### src/hdl/urx_consts.vh
`ifndef URX_CONSTS_VH
`define URX_CONSTS_VH
// Register offsets
`define URX_OFS_STATUS 4'h0
`define URX_OFS_CTRL1 4'h1
`define URX_OFS_CTRL2 4'h2
`define URX_OFS_DATA 4'h3
`define URX_OFS_POWER 4'h4
// Status bits
`define URX_ST_PERR 0
`define URX_ST_NF 1
`define URX_ST_FERR 2
`define URX_ST_OERR 3
`define URX_ST_RIDLE 4
`define URX_ST_RXIF 5
`define URX_ST_TIDLE 6
`define URX_ST_TXIF 7
// Control one bits
`define URX_C1_MODE 7
`define URX_C1_PORTEN 6
`define URX_C1_NINE 5
`define URX_C1_PREN 4
`define URX_C1_PODD 3
`define URX_C1_STOP2 2
`define URX_C1_RX8 1
// Control two bits
`define URX_C2_RXEN 6
`define URX_C2_ADDEN 5
`define URX_C2_WAKE 4
`define URX_C2_RIE 3
`define URX_C2_TIIE 2
`define URX_C2_TEIE 1
// Power register bits
`define URX_PW_CLKON 0
`define URX_PW_GIE 1
`define URX_PW_MIE 2
`define URX_PW_STKFULL 3
// Reset values
`define URX_CTRL_RST 8'h00
`define URX_PW_RST 8'h01
// Timing
`define URX_OVS 16
`define URX_START_NS 1000
`define URX_MCLK_MHZ 250
`define URX_START_CYC ((`URX_START_NS*`URX_MCLK_MHZ+999)/1000)
`define URX_IRQ_LOW 1
`endif

### src/hdl/urx_rx_error_irq_wake.v
`timescale 1ns/10ps
`include "urx_consts.vh"

// Notes on behaviour
// Overrun clears by status then data read
// Noise flag rises with data-available, word kept
// Noise alone requests no interrupt
// Noise clears by status then data read; the code clears it with its word on any data read
// Low stop bit sets framing error
// Error flags stored per word, reset clears
// Parity mismatch flagged only when enabled
// Software reads errors before the data
// Six sources request low interrupt pulse
// Vector only with enables, stack free
// Two tx enables, one shared rx enable
// Address detect interrupts without a flag
// Falling RX wakes when clock off, enabled
// Flags read-only, cleared by sequences only; PERR, FERR and NF clear with their word on any data read
// Address mode needs highest bit set
// No address mode: every word interrupts
// Software keeps parity off in address mode
// Transmit pauses while clock stopped
// Reception pauses in idle or sleep
// Power-down leaves registers unchanged
// RX ignored during wake start-up
// Wake interrupt only enabled, after start-up
// Data flag while buffer holds a word
// Third word dropped, overrun set
module urx_rx_error_irq_wake
(
   // Clock and reset
   input wire mclk,
   input wire reset,
   // Register port
   input wire [3:0] reg_addr,
   input wire [7:0] reg_wdata,
   input wire reg_wr,
   input wire reg_rd,
   output reg [7:0] reg_rdata,
   // Serial line and transmitter status
   input wire rx_pin,
   input wire bit_tick16,
   input wire tx_buf_empty,
   input wire tx_idle,
   // System side
   output reg irq_n,
   output reg vector_req,
   output reg wake_req
);

   // ***************************************************
   // Registers
   // ***************************************************
   reg [7:0] ctrl1_q;
   reg [7:0] ctrl2_q;
   reg [7:0] power_q;
   reg status_seen_q;
   reg oerr_q;
   reg starting_q;
   reg [15:0] start_cnt_q;
   reg wake_pend_q;

   wire clk_on = power_q[`URX_PW_CLKON];
   wire nine = ctrl1_q[`URX_C1_NINE];
   wire rx_on = ctrl1_q[`URX_C1_MODE] & ctrl1_q[`URX_C1_PORTEN] &
                ctrl2_q[`URX_C2_RXEN];
   // Module clock gating pauses the receiver and frame state
   wire run = clk_on & ~starting_q & bit_tick16;

   // ***************************************************
   // Receiver: 16x oversampled, majority of three
   // ***************************************************
   localparam S_IDLE = 2'd0;
   localparam S_DATA = 2'd1;
   localparam S_STOP = 2'd2;
   reg [1:0] state_q;
   reg [3:0] ph_q;
   reg [3:0] nbit_q;
   reg [9:0] shf_q;
   reg [2:0] smp_q;
   reg noise_q;
   reg par_q;
   reg stop2nd_q;
   reg ferr_acc_q;
   wire maj = (smp_q[0] & smp_q[1]) | (smp_q[0] & smp_q[2]) |
              (smp_q[1] & smp_q[2]);
   wire disagree = ~(smp_q[0] == smp_q[1] && smp_q[1] == smp_q[2]);
   wire [3:0] nbits = nine ? 4'd9 : 4'd8;
   reg done;
   reg [10:0] done_word;

   always @(posedge mclk)
   begin
      done <= 1'b0;
      if (reset)
      begin
         state_q <= S_IDLE;
         ph_q <= 4'h0;
         nbit_q <= 4'h0;
         shf_q <= 10'h000;
         smp_q <= 3'h7;
         noise_q <= 1'b0;
         par_q <= 1'b0;
         stop2nd_q <= 1'b0;
         ferr_acc_q <= 1'b0;
         done_word <= 11'h000;
      end
      else if (run & rx_on)
      begin
         smp_q <= {smp_q[1:0], rx_pin};
         ph_q <= ph_q + 4'h1;
         case (state_q)
            S_IDLE:
            begin
               ph_q <= 4'h0;
               // Needs a high sample first: a low stop bit is no start
               if (!rx_pin && smp_q[0])
               begin
                  state_q <= S_DATA;
                  nbit_q <= 4'h0;
                  noise_q <= 1'b0;
                  par_q <= 1'b0;
                  ph_q <= 4'h8;
                  stop2nd_q <= 1'b0;
                  ferr_acc_q <= 1'b0;
               end
            end
            S_DATA:
               if (ph_q == 4'hf)
               begin
                  if (disagree)
                     noise_q <= 1'b1;
                  if (nbit_q != 4'h0)
                  begin
                     shf_q <= {maj, shf_q[9:1]};
                     par_q <= par_q ^ maj;
                  end
                  // Start, data bits, then optional parity
                  if (nbit_q == nbits + {3'h0, ctrl1_q[`URX_C1_PREN]})
                     state_q <= S_STOP;
                  nbit_q <= nbit_q + 4'h1;
               end
            S_STOP:
               if (ph_q == 4'hf)
               begin
                  if (disagree)
                     noise_q <= 1'b1;
                  if (ctrl1_q[`URX_C1_STOP2] && !stop2nd_q)
                  begin
                     stop2nd_q <= 1'b1;
                     ferr_acc_q <= ~maj;
                  end
                  else
                  begin
                     done <= 1'b1;
                     state_q <= S_IDLE;
                     // Either stop bit low is a framing error
                     done_word[10] <= ferr_acc_q | ~maj;
                     // Parity bit folded in: even sum ok, odd sum ok with URX_C1_PODD
                     done_word[9] <= ctrl1_q[`URX_C1_PREN] &
                        ((par_q ^ ctrl1_q[`URX_C1_PODD]) != 1'b0);
                     // Parity, when on, is the last bit shifted in
                     done_word[8:0] <= ctrl1_q[`URX_C1_PREN] ?
                        (nine ? shf_q[8:0] : {1'b0, shf_q[8:1]}) :
                        (nine ? shf_q[9:1] : {1'b0, shf_q[9:2]});
                  end
               end
            default:
               state_q <= S_IDLE;
         endcase
      end
      else if (!rx_on)
         state_q <= S_IDLE;
   end

   // ***************************************************
   // Two-entry buffer with per-word error flags
   // ***************************************************
   reg [11:0] buf_q [0:1];
   reg [1:0] cnt_q;
   wire [11:0] head = buf_q[0];
   wire rd_data = reg_rd && reg_addr == `URX_OFS_DATA;
   wire rd_stat = reg_rd && reg_addr == `URX_OFS_STATUS;
   wire pop = rd_data && cnt_q != 2'd0;
   wire push = done && (cnt_q != 2'd2 || pop);
   wire dropped = done && cnt_q == 2'd2 && !pop;
   wire seq_clear = rd_data && status_seen_q;
   wire rxif = cnt_q != 2'd0;
   wire hi_bit = nine ? done_word[8] : done_word[7];

   always @(posedge mclk)
   begin
      if (reset)
      begin
         buf_q[0] <= 12'h000;
         buf_q[1] <= 12'h000;
         cnt_q <= 2'd0;
         status_seen_q <= 1'b0;
         oerr_q <= 1'b0;
      end
      else
      begin
         // Flags and word travel together
         if (pop)
         begin
            buf_q[0] <= (cnt_q == 2'd2) ? buf_q[1] : {noise_q, done_word};
            if (push)
               buf_q[cnt_q == 2'd2 ? 1'b1 : 1'b0] <= {noise_q, done_word};
         end
         else if (push)
            buf_q[cnt_q[0]] <= {noise_q, done_word};
         cnt_q <= cnt_q + {1'b0, push} - {1'b0, pop};
         if (rd_stat)
            status_seen_q <= 1'b1;
         else if (reg_rd || reg_wr)
            status_seen_q <= 1'b0;
         // Third word dropped; set beats clear
         if (dropped)
            oerr_q <= 1'b1;
         else if (seq_clear)
            oerr_q <= 1'b0;
      end
   end

   // ***************************************************
   // Interrupt sources and wake-up
   // ***************************************************
   wire rie = ctrl2_q[`URX_C2_RIE];
   wire gate = power_q[`URX_PW_GIE] & power_q[`URX_PW_MIE] &
               ~power_q[`URX_PW_STKFULL];
   // Noise never contributes; address mode needs top bit
   wire rx_evt = push & rie & (~ctrl2_q[`URX_C2_ADDEN] | hi_bit);
   wire addr_evt = push & ctrl2_q[`URX_C2_ADDEN] & hi_bit;
   wire txe_rise;
   wire txi_rise;
   wire rx_fall;
   wire tx_evt = (txe_rise & ctrl2_q[`URX_C2_TEIE]) |
                 (txi_rise & ctrl2_q[`URX_C2_TIIE]);
   wire wake_ok = ~clk_on & ctrl2_q[`URX_C2_WAKE] & rx_on & rie;
   // One wake per power-down: later edges fall in the start-up
   wire wake_hit = wake_ok & rx_fall & ~starting_q;
   localparam integer START_I = `URX_START_CYC;
   wire any_evt = rx_evt | addr_evt | (dropped & rie) | tx_evt |
                  (wake_pend_q & ~starting_q & clk_on);

   urx_edge_det #(.RISE(1), .IDLE(1'b1)) txe_det
   (
      .mclk(mclk),
      .reset(reset),
      .level(tx_buf_empty),
      .hit(txe_rise)
   );

   urx_edge_det #(.RISE(1), .IDLE(1'b1)) txi_det
   (
      .mclk(mclk),
      .reset(reset),
      .level(tx_idle),
      .hit(txi_rise)
   );

   urx_edge_det #(.RISE(0), .IDLE(1'b1)) rxf_det
   (
      .mclk(mclk),
      .reset(reset),
      .level(rx_pin),
      .hit(rx_fall)
   );

   always @(posedge mclk)
   begin
      if (reset)
      begin
         irq_n <= 1'b1;
         vector_req <= 1'b0;
         wake_req <= 1'b0;
         wake_pend_q <= 1'b0;
         starting_q <= 1'b0;
         start_cnt_q <= 16'h0000;
      end
      else
      begin
         irq_n <= ~any_evt;
         vector_req <= any_evt & gate;
         wake_req <= 1'b0;
         if (wake_hit)
         begin
            wake_req <= 1'b1;
            wake_pend_q <= gate;
         end
         else if (wake_pend_q && !starting_q && clk_on)
            wake_pend_q <= 1'b0;
         // Start-up interval masks the receiver
         if (wake_hit)
         begin
            starting_q <= 1'b1;
            start_cnt_q <= START_I[15:0];
         end
         else if (starting_q && clk_on)
         begin
            if (start_cnt_q == 16'h0001)
               starting_q <= 1'b0;
            start_cnt_q <= start_cnt_q - 16'h0001;
         end
      end
   end

   // ***************************************************
   // Register port; sleep does not touch these
   // ***************************************************
   always @(posedge mclk)
   begin
      if (reset)
      begin
         ctrl1_q <= `URX_CTRL_RST;
         ctrl2_q <= `URX_CTRL_RST;
         power_q <= `URX_PW_RST;
         reg_rdata <= 8'h00;
      end
      else
      begin
         if (reg_wr)
            case (reg_addr)
               `URX_OFS_CTRL1: ctrl1_q <= {reg_wdata[7:2], 1'b0,
                                           reg_wdata[0]};
               `URX_OFS_CTRL2: ctrl2_q <= reg_wdata;
               `URX_OFS_POWER: power_q <= reg_wdata;
               default: ;
            endcase
         reg_rdata <= 8'h00;
         if (reg_rd)
            case (reg_addr)
               // Status is read-only; noise clears with its word
               `URX_OFS_STATUS: reg_rdata <= {tx_buf_empty, tx_idle, rxif,
                  state_q == S_IDLE, oerr_q, head[10] & rxif,
                  head[11] & rxif, head[9] & rxif};
               `URX_OFS_CTRL1: reg_rdata <= {ctrl1_q[7:2], head[8],
                                             ctrl1_q[0]};
               `URX_OFS_CTRL2: reg_rdata <= ctrl2_q;
               `URX_OFS_DATA: reg_rdata <= head[7:0];
               `URX_OFS_POWER: reg_rdata <= power_q;
               default: reg_rdata <= 8'h00;
            endcase
      end
   end
endmodule // urx_rx_error_irq_wake

// ***************************************************
// Edge detector for level inputs
// ***************************************************
module urx_edge_det
#(
   parameter integer RISE = 1,
   parameter [0:0] IDLE = 1'b0
)
(
   // Clock and reset
   input wire mclk,
   input wire reset,
   // Level in, one-cycle edge out
   input wire level,
   output wire hit
);

   reg prev_q;

   // Reset to the idle level so no false edge follows reset
   always @(posedge mclk)
   begin
      if (reset)
         prev_q <= IDLE;
      else
         prev_q <= level;
   end

   assign hit = (RISE != 0) ? (level & ~prev_q) : (~level & prev_q);
endmodule // urx_edge_det

### config.mk
export PLATFORM = sky130hd
export DESIGN_NAME = urx_rx_error_irq_wake
export DESIGN_NICKNAME = d
export VERILOG_FILES = /design/src/hdl/urx_rx_error_irq_wake.v
export VERILOG_INCLUDE_DIRS = /design/src /design/src/hdl
export SDC_FILE = /design/constraint.sdc
export NUM_CORES = 1
export LEC_CHECK = 0
export ABC_AREA = 1
export BUFFER_PORTS_ARGS = -buffer_cell sky130_fd_sc_hd__buf_2
export CAP_MARGIN = 20
export CORE_ASPECT_RATIO = 1.4
export CORE_MARGIN = 2
export CORE_UTILIZATION = 55
export CTS_CLUSTER_DIAMETER = 40
export DETAILED_ROUTE_END_ITERATION = 12
export GPL_ROUTABILITY_DRIVEN = 0
export GPL_TIMING_DRIVEN = 0
export MAX_ROUTING_LAYER = met4
export PLACE_DENSITY = 0.82
export SLEW_MARGIN = 25
export SYNTH_ARGS = -nofsm -noshare
export SYNTH_HDL_FRONTEND = slang
export SYNTH_SLANG_ARGS = --single-unit
export TNS_END_PERCENT = 50
### constraint.sdc
create_clock -name mclk -period 3.5 [get_ports mclk]
set_clock_uncertainty 0.1 [all_clocks]
set_input_delay 0.35 -clock mclk [delete_from_list [all_inputs] [get_ports mclk]]
set_output_delay 0.35 -clock mclk [all_outputs]
set_load 0.01 [all_outputs]
# After elaboration in Yosys (flattened, before gate mapping)
# Memories as Yosys holds them, arrays and structs flattened.
# Index checks and enable logic that the tools add are counted.
[totals]
ff_bits = 98
ramBits = 24
inputBits = 20
out_inout_bits = 11
elab_cells = 233
memories = 1
[classes]
add_sub_neg = 6
n_eq_ne = 26
muxes = 66
n_bitwise = 58
n_reduce_logical = 48
[memory_table]
columns = ["memory", "words", "width", "rd", "rd_ports_with_merged_regs", "write_ports", "line", "text"]
rows = [
  ["buf_q", 2, 12, 2, 0, 2, "urx_rx_error_irq_wake.v:179", "reg [11:0] buf_q [0:1];"],
]
[ops]
columns = ["op", "count"]
rows = [
  ["12-bit two-way mux", 4],
  ["8-bit one-hot mux with 5 select lines", 1],
  ["1-bit two-way mux", 39],
  ["1-bit bitwise AND", 32],
  ["9-bit two-way mux", 3],
  ["12-bit OR reduction", 2],
  ["2-bit nonzero test", 9],
  ["16-bit by 1-bit equality test with 1-bit output, second input constant", 1],
  ["4-bit two-way mux", 4],
  ["8-bit two-way mux", 2],
  ["16-bit by 1-bit subtractor with 16-bit output, second input constant", 1],
  ["3-bit != test, second input constant", 5],
  ["5-bit AND reduction", 3],
  ["2-bit two-way mux", 7],
  ["2-bit != test, second input constant", 7],
  ["1-bit NOT", 14],
  ["1-bit logical AND", 13],
  ["4-bit AND reduction", 3],
  ["1-bit OR", 10],
  ["4-bit by 1-bit adder with 4-bit output, second input constant", 2],
  ["4-bit by 2-bit equality test with 1-bit output, second input constant", 2],
  ["1-bit one-hot mux with 2 select lines", 4],
  ["4-bit one-hot mux with 2 select lines", 1],
  ["2-bit AND reduction", 4],
  ["other kinds (21)", 31],
]

# Depth between registers and ports, before layout
[logic_depth]
ltp_word = 12
depth_mapped = 15
depth_no_buf = 13

# Hierarchy
# A second synthesis with hierarchy kept.
[unflattened]
hier_cells = 782
hier_area_um2 = 5890.6
[modules_own_cells]
columns = ["mod", "instances", "cells_per_inst", "area_per_inst_um2", "seq_area_each_um2"]
rows = [
  ["urx_rx_error_irq_wake", 1, 766, 5776.8, 2622.5],
  ["urx_edge_det (txe_det ...)", 2, 5, 37.5, 20.0],
  ["urx_edge_det (rxf_det)", 1, 6, 38.8, 20.0],
]

# Worst setup path before layout
# No wires, ideal clock.
[synth_timing]
kind = "input-to-reg"
start = "in reg_addr[3]"
end = "mem buf_q[0][0] (enable)"
setup_time_ns = 0.350
t_arrival_ns = 2.115
t_required_ns = 3.050
setup_slack_ns = 0.935
path_stages = 14
n_path_buf = 2
path_cell_list = "inv_1 > nand2_1 > nor2_1 > buf_4 > nand2_1 > nand2_1 > nand2_1 > inv_1 > ha_1 > nand2_1 > nor2_2 > buf_2 > nor2_1 > nand2_1"
[synth_rtl]
columns = ["item", "line", "text"]
rows = [
  ["start: declaration", "urx_rx_error_irq_wake.v:35", "input wire [3:0] reg_addr,"],
  ["end: declaration", "urx_rx_error_irq_wake.v:179", ""],
]

==> run metrics <==
crit path cell chain=buf_2, inv_1, nand2_1, nor2_1, buf_4, nand2_1, nand2_1, nand2_1, inv_1, ha_1, nand2_1, nor2_2, buf_2, nor2_1, nand2_1; max_cap viols=0; Mean Syn Cell Area=between 7 and 8 µm²; final antenna diode count=0; Post-Syn Nets=around 830; Root Buffer=clkbuf_16; synthesis-to-layout area growth=15.16%; post-synth top area cell=dfxtp_1; final cell count without fillers=roughly 1000; area of the multi-input gates=between 2000 and 3000 µm²; # DRC=0; CP Max Fanout=12; FF/Latch Area=roughly 2700 µm²; vias per inst=5.556; height of the chip=about 130 µm; CP dominant cell by count=nand2_1; worst reg2reg setup slack=about 0.92 ns; final hold violation count=0; postcts setup bufs=0; Core Region=around 11000 µm²; Hold Startpoint=tx_buf_empty; final setup fails=0; Routed WL=approximately 15000 µm; most frequent cells in the layout=nand2_1, dfxtp_1, inv_1; Critical Path End Type=register; Num Clock Sinks=around 120; Iter 0 DRT Violations=roughly 370; initial antenna violation count=0; Critical R2R Launch=cnt_q[0]$_SDFF_PP0_; ANT nets after route=0; I/O Pins=31; Final Max Tran Viols=0; Pre-antenna DRT Iters=7; number of fill cells=880; RSZ-0062 raised after global routing=false; Die ar.=~12000 µm²; Clk pin slew, worst setup/hold paths=~0.050 ns; Sum Neg Setup Slack=0 ns; CP startpoint=reg_addr[3]; top cells by area, synth=dfxtp_1, edfxtp_1, nand2_1; Leak=2.840 nW; FF+latch count, synth=roughly 120; post-route clock period utilization=between 70 and 80%; via count=between 5000 and 6000; Num CTS Buffers=17; clock buffer depth=2; status=complete, no violations; I/O Buffers=30; Synth top area share=32.92%; CP arrival=about 2.6 ns; Resize count post-CTS=0; YS warnings=0; # hold bufs at CTS=0; vias in the first global route=approximately 5300; pwr dens=~480 nW/µm²; nature of the critical path startpoint=input port; Worst path max stage delay=0.36 ns; Max Freq=about 380 MHz; placed insts=960; total gr overflow=0; Min Clock Period, post-route=~2.6 ns; Syn Inst Count=just under 800; Routed wire per std cell=14.85 µm; FP Rows=45; slew margin rel.=57.50%; Post-Syn Area=5959 µm²; die extent in x=about 92 µm; H-tree levels=4; Critical-path top delay cell=nand2_1; peak supply drop=between 0.2 and 0.25 mV; clk_lat worst skew=approximately 0.42 ns; register area share after synthesis=45.01%; worst hold path type=in2reg; gr usage total=26.60%; commonest non-fill, non-tap cell in the layout=nand2_1; Cell variety after synth=41; classification of the worst setup path=in2reg; initial core utilization=between 50% and 60%; Slew @ Worst Pin=~0.64 ns; largest net degree at the start of global routing=17; first-pass GRT wire length=24050 µm; layout cells sized above 1=12.57%; cell family with most CP delay=simple AND/OR/NAND/NOR gates; CTS tree=yes; critical path data required time=~3.5 ns; post-DP HPWL=between 10000 and 15000 µm; Bufs and invs on worst path=5; Nets=about 880
flip-flops by register name, indices dropped and copies added (netlist names), 2 cells and up:
| signal | flops |
|---|---|
| ph_q | 4 |
| reg_rdata | 8 |
| ctrl2_q | 8 |
| state_q | 2 |
| buf_q | 24 |
| shf_q | 10 |
| power_q | 8 |
| nbit_q | 4 |
| cnt_q | 2 |
| ctrl1_q | 7 |
| done_word | 11 |
| start_cnt_q | 16 |
| smp_q | 3 |
logic make-up (layout without fill, tap and decap cells):
family,Yosys count,count (layout),synth area share [%]
compound gates,197,197,18.58
xor+xnor,4,4,0.5880
buf+inv,130,192,8.650
fa+ha+maj,17,17,3.569
simple gates,314,314,22.76
flops,122,122,45.01
mux,5,5,0.8398
power breakdown:
part | internal, mW | leakage [nW] | switching (mW)
Clock | 1.05 | 0.270 | 0.652
Sequential | 1.45 | 1.02 | 0.00849
Combinational | 0.0290 | 1.55 | 0.0754
synth_stat cells, drive strengths merged:
master,n
ha,17
o32ai,1
mux2i,5
nor3b,1
nand2,183
nor2,59
xnor2,2
clkinv,4
nand3,49
clkbuf,13
edfxtp,24
o21ai,90
xor2,2
inv,95
buf,18
a21oi,73
nor3,9
o211a,1
or2,2
o31ai,13
dfxtp,98
nor4,1
o211ai,2
nor2b,1
a31oi,4
o22ai,13
nand4,9
per-stage QoR:
stage                     util, %  instance area, µm²  worst slack, ns  total power, mW  hold slack (ns)
after detailed placement    58.76                6286           0.4500            1.594           0.3430
after global routing        64.15                6863           0.6485            3.347          0.06714
after CTS                   64.15                6863           0.8741            3.274          0.04023
final                       64.15                6863           0.8792            3.265          0.04633
after floorplan                 -                5959           0.9351            1.548           0.3246
after global placement      58.76                6286           0.4895            1.592           0.3383
worst min-delay path, delay by kind of cell:
| kind | cells | cell delay, ns |
|---|---|---|
| buf+inv | 2 | 0.13 |
| simple gates | 1 | 0.05 |
cell type report:
cell class / count / area share [%]
buffer: 31 / 2.060
clock buffer: 18 / 6.253
clock inverter: 14 / 2.151
inverter: 99 / 5.451
multi-input combinational: 537 / 40.24
sequential: 122 / 39.09
tap: 141 / 2.571
timing repair buffer: 30 / 2.188
final timing paths:
check | end | depth (start not counted)
max | buf_q[0][9]$_DFFE_PP_ | 15
min | txe_det.prev_q$_SDFF_PP1_ | 3
max reg2reg | buf_q[0][9]$_DFFE_PP_ | 10
min reg2reg | ctrl2_q[7]$_SDFFE_PP0P_ | 2
layer usage:
metal | GRT usage [%] | vias up | part of all wire, %
met1 | 28.13 | 2532 | 39
met5 | - | - | 0
met3 | 5.130 | 55 | 5.2
met4 | 14.40 | 0 | 4.5
li1 | - | 2723 | -
met2 | 46.63 | 202 | 51
No activity file was read; power rests on OpenSTA's default activity.
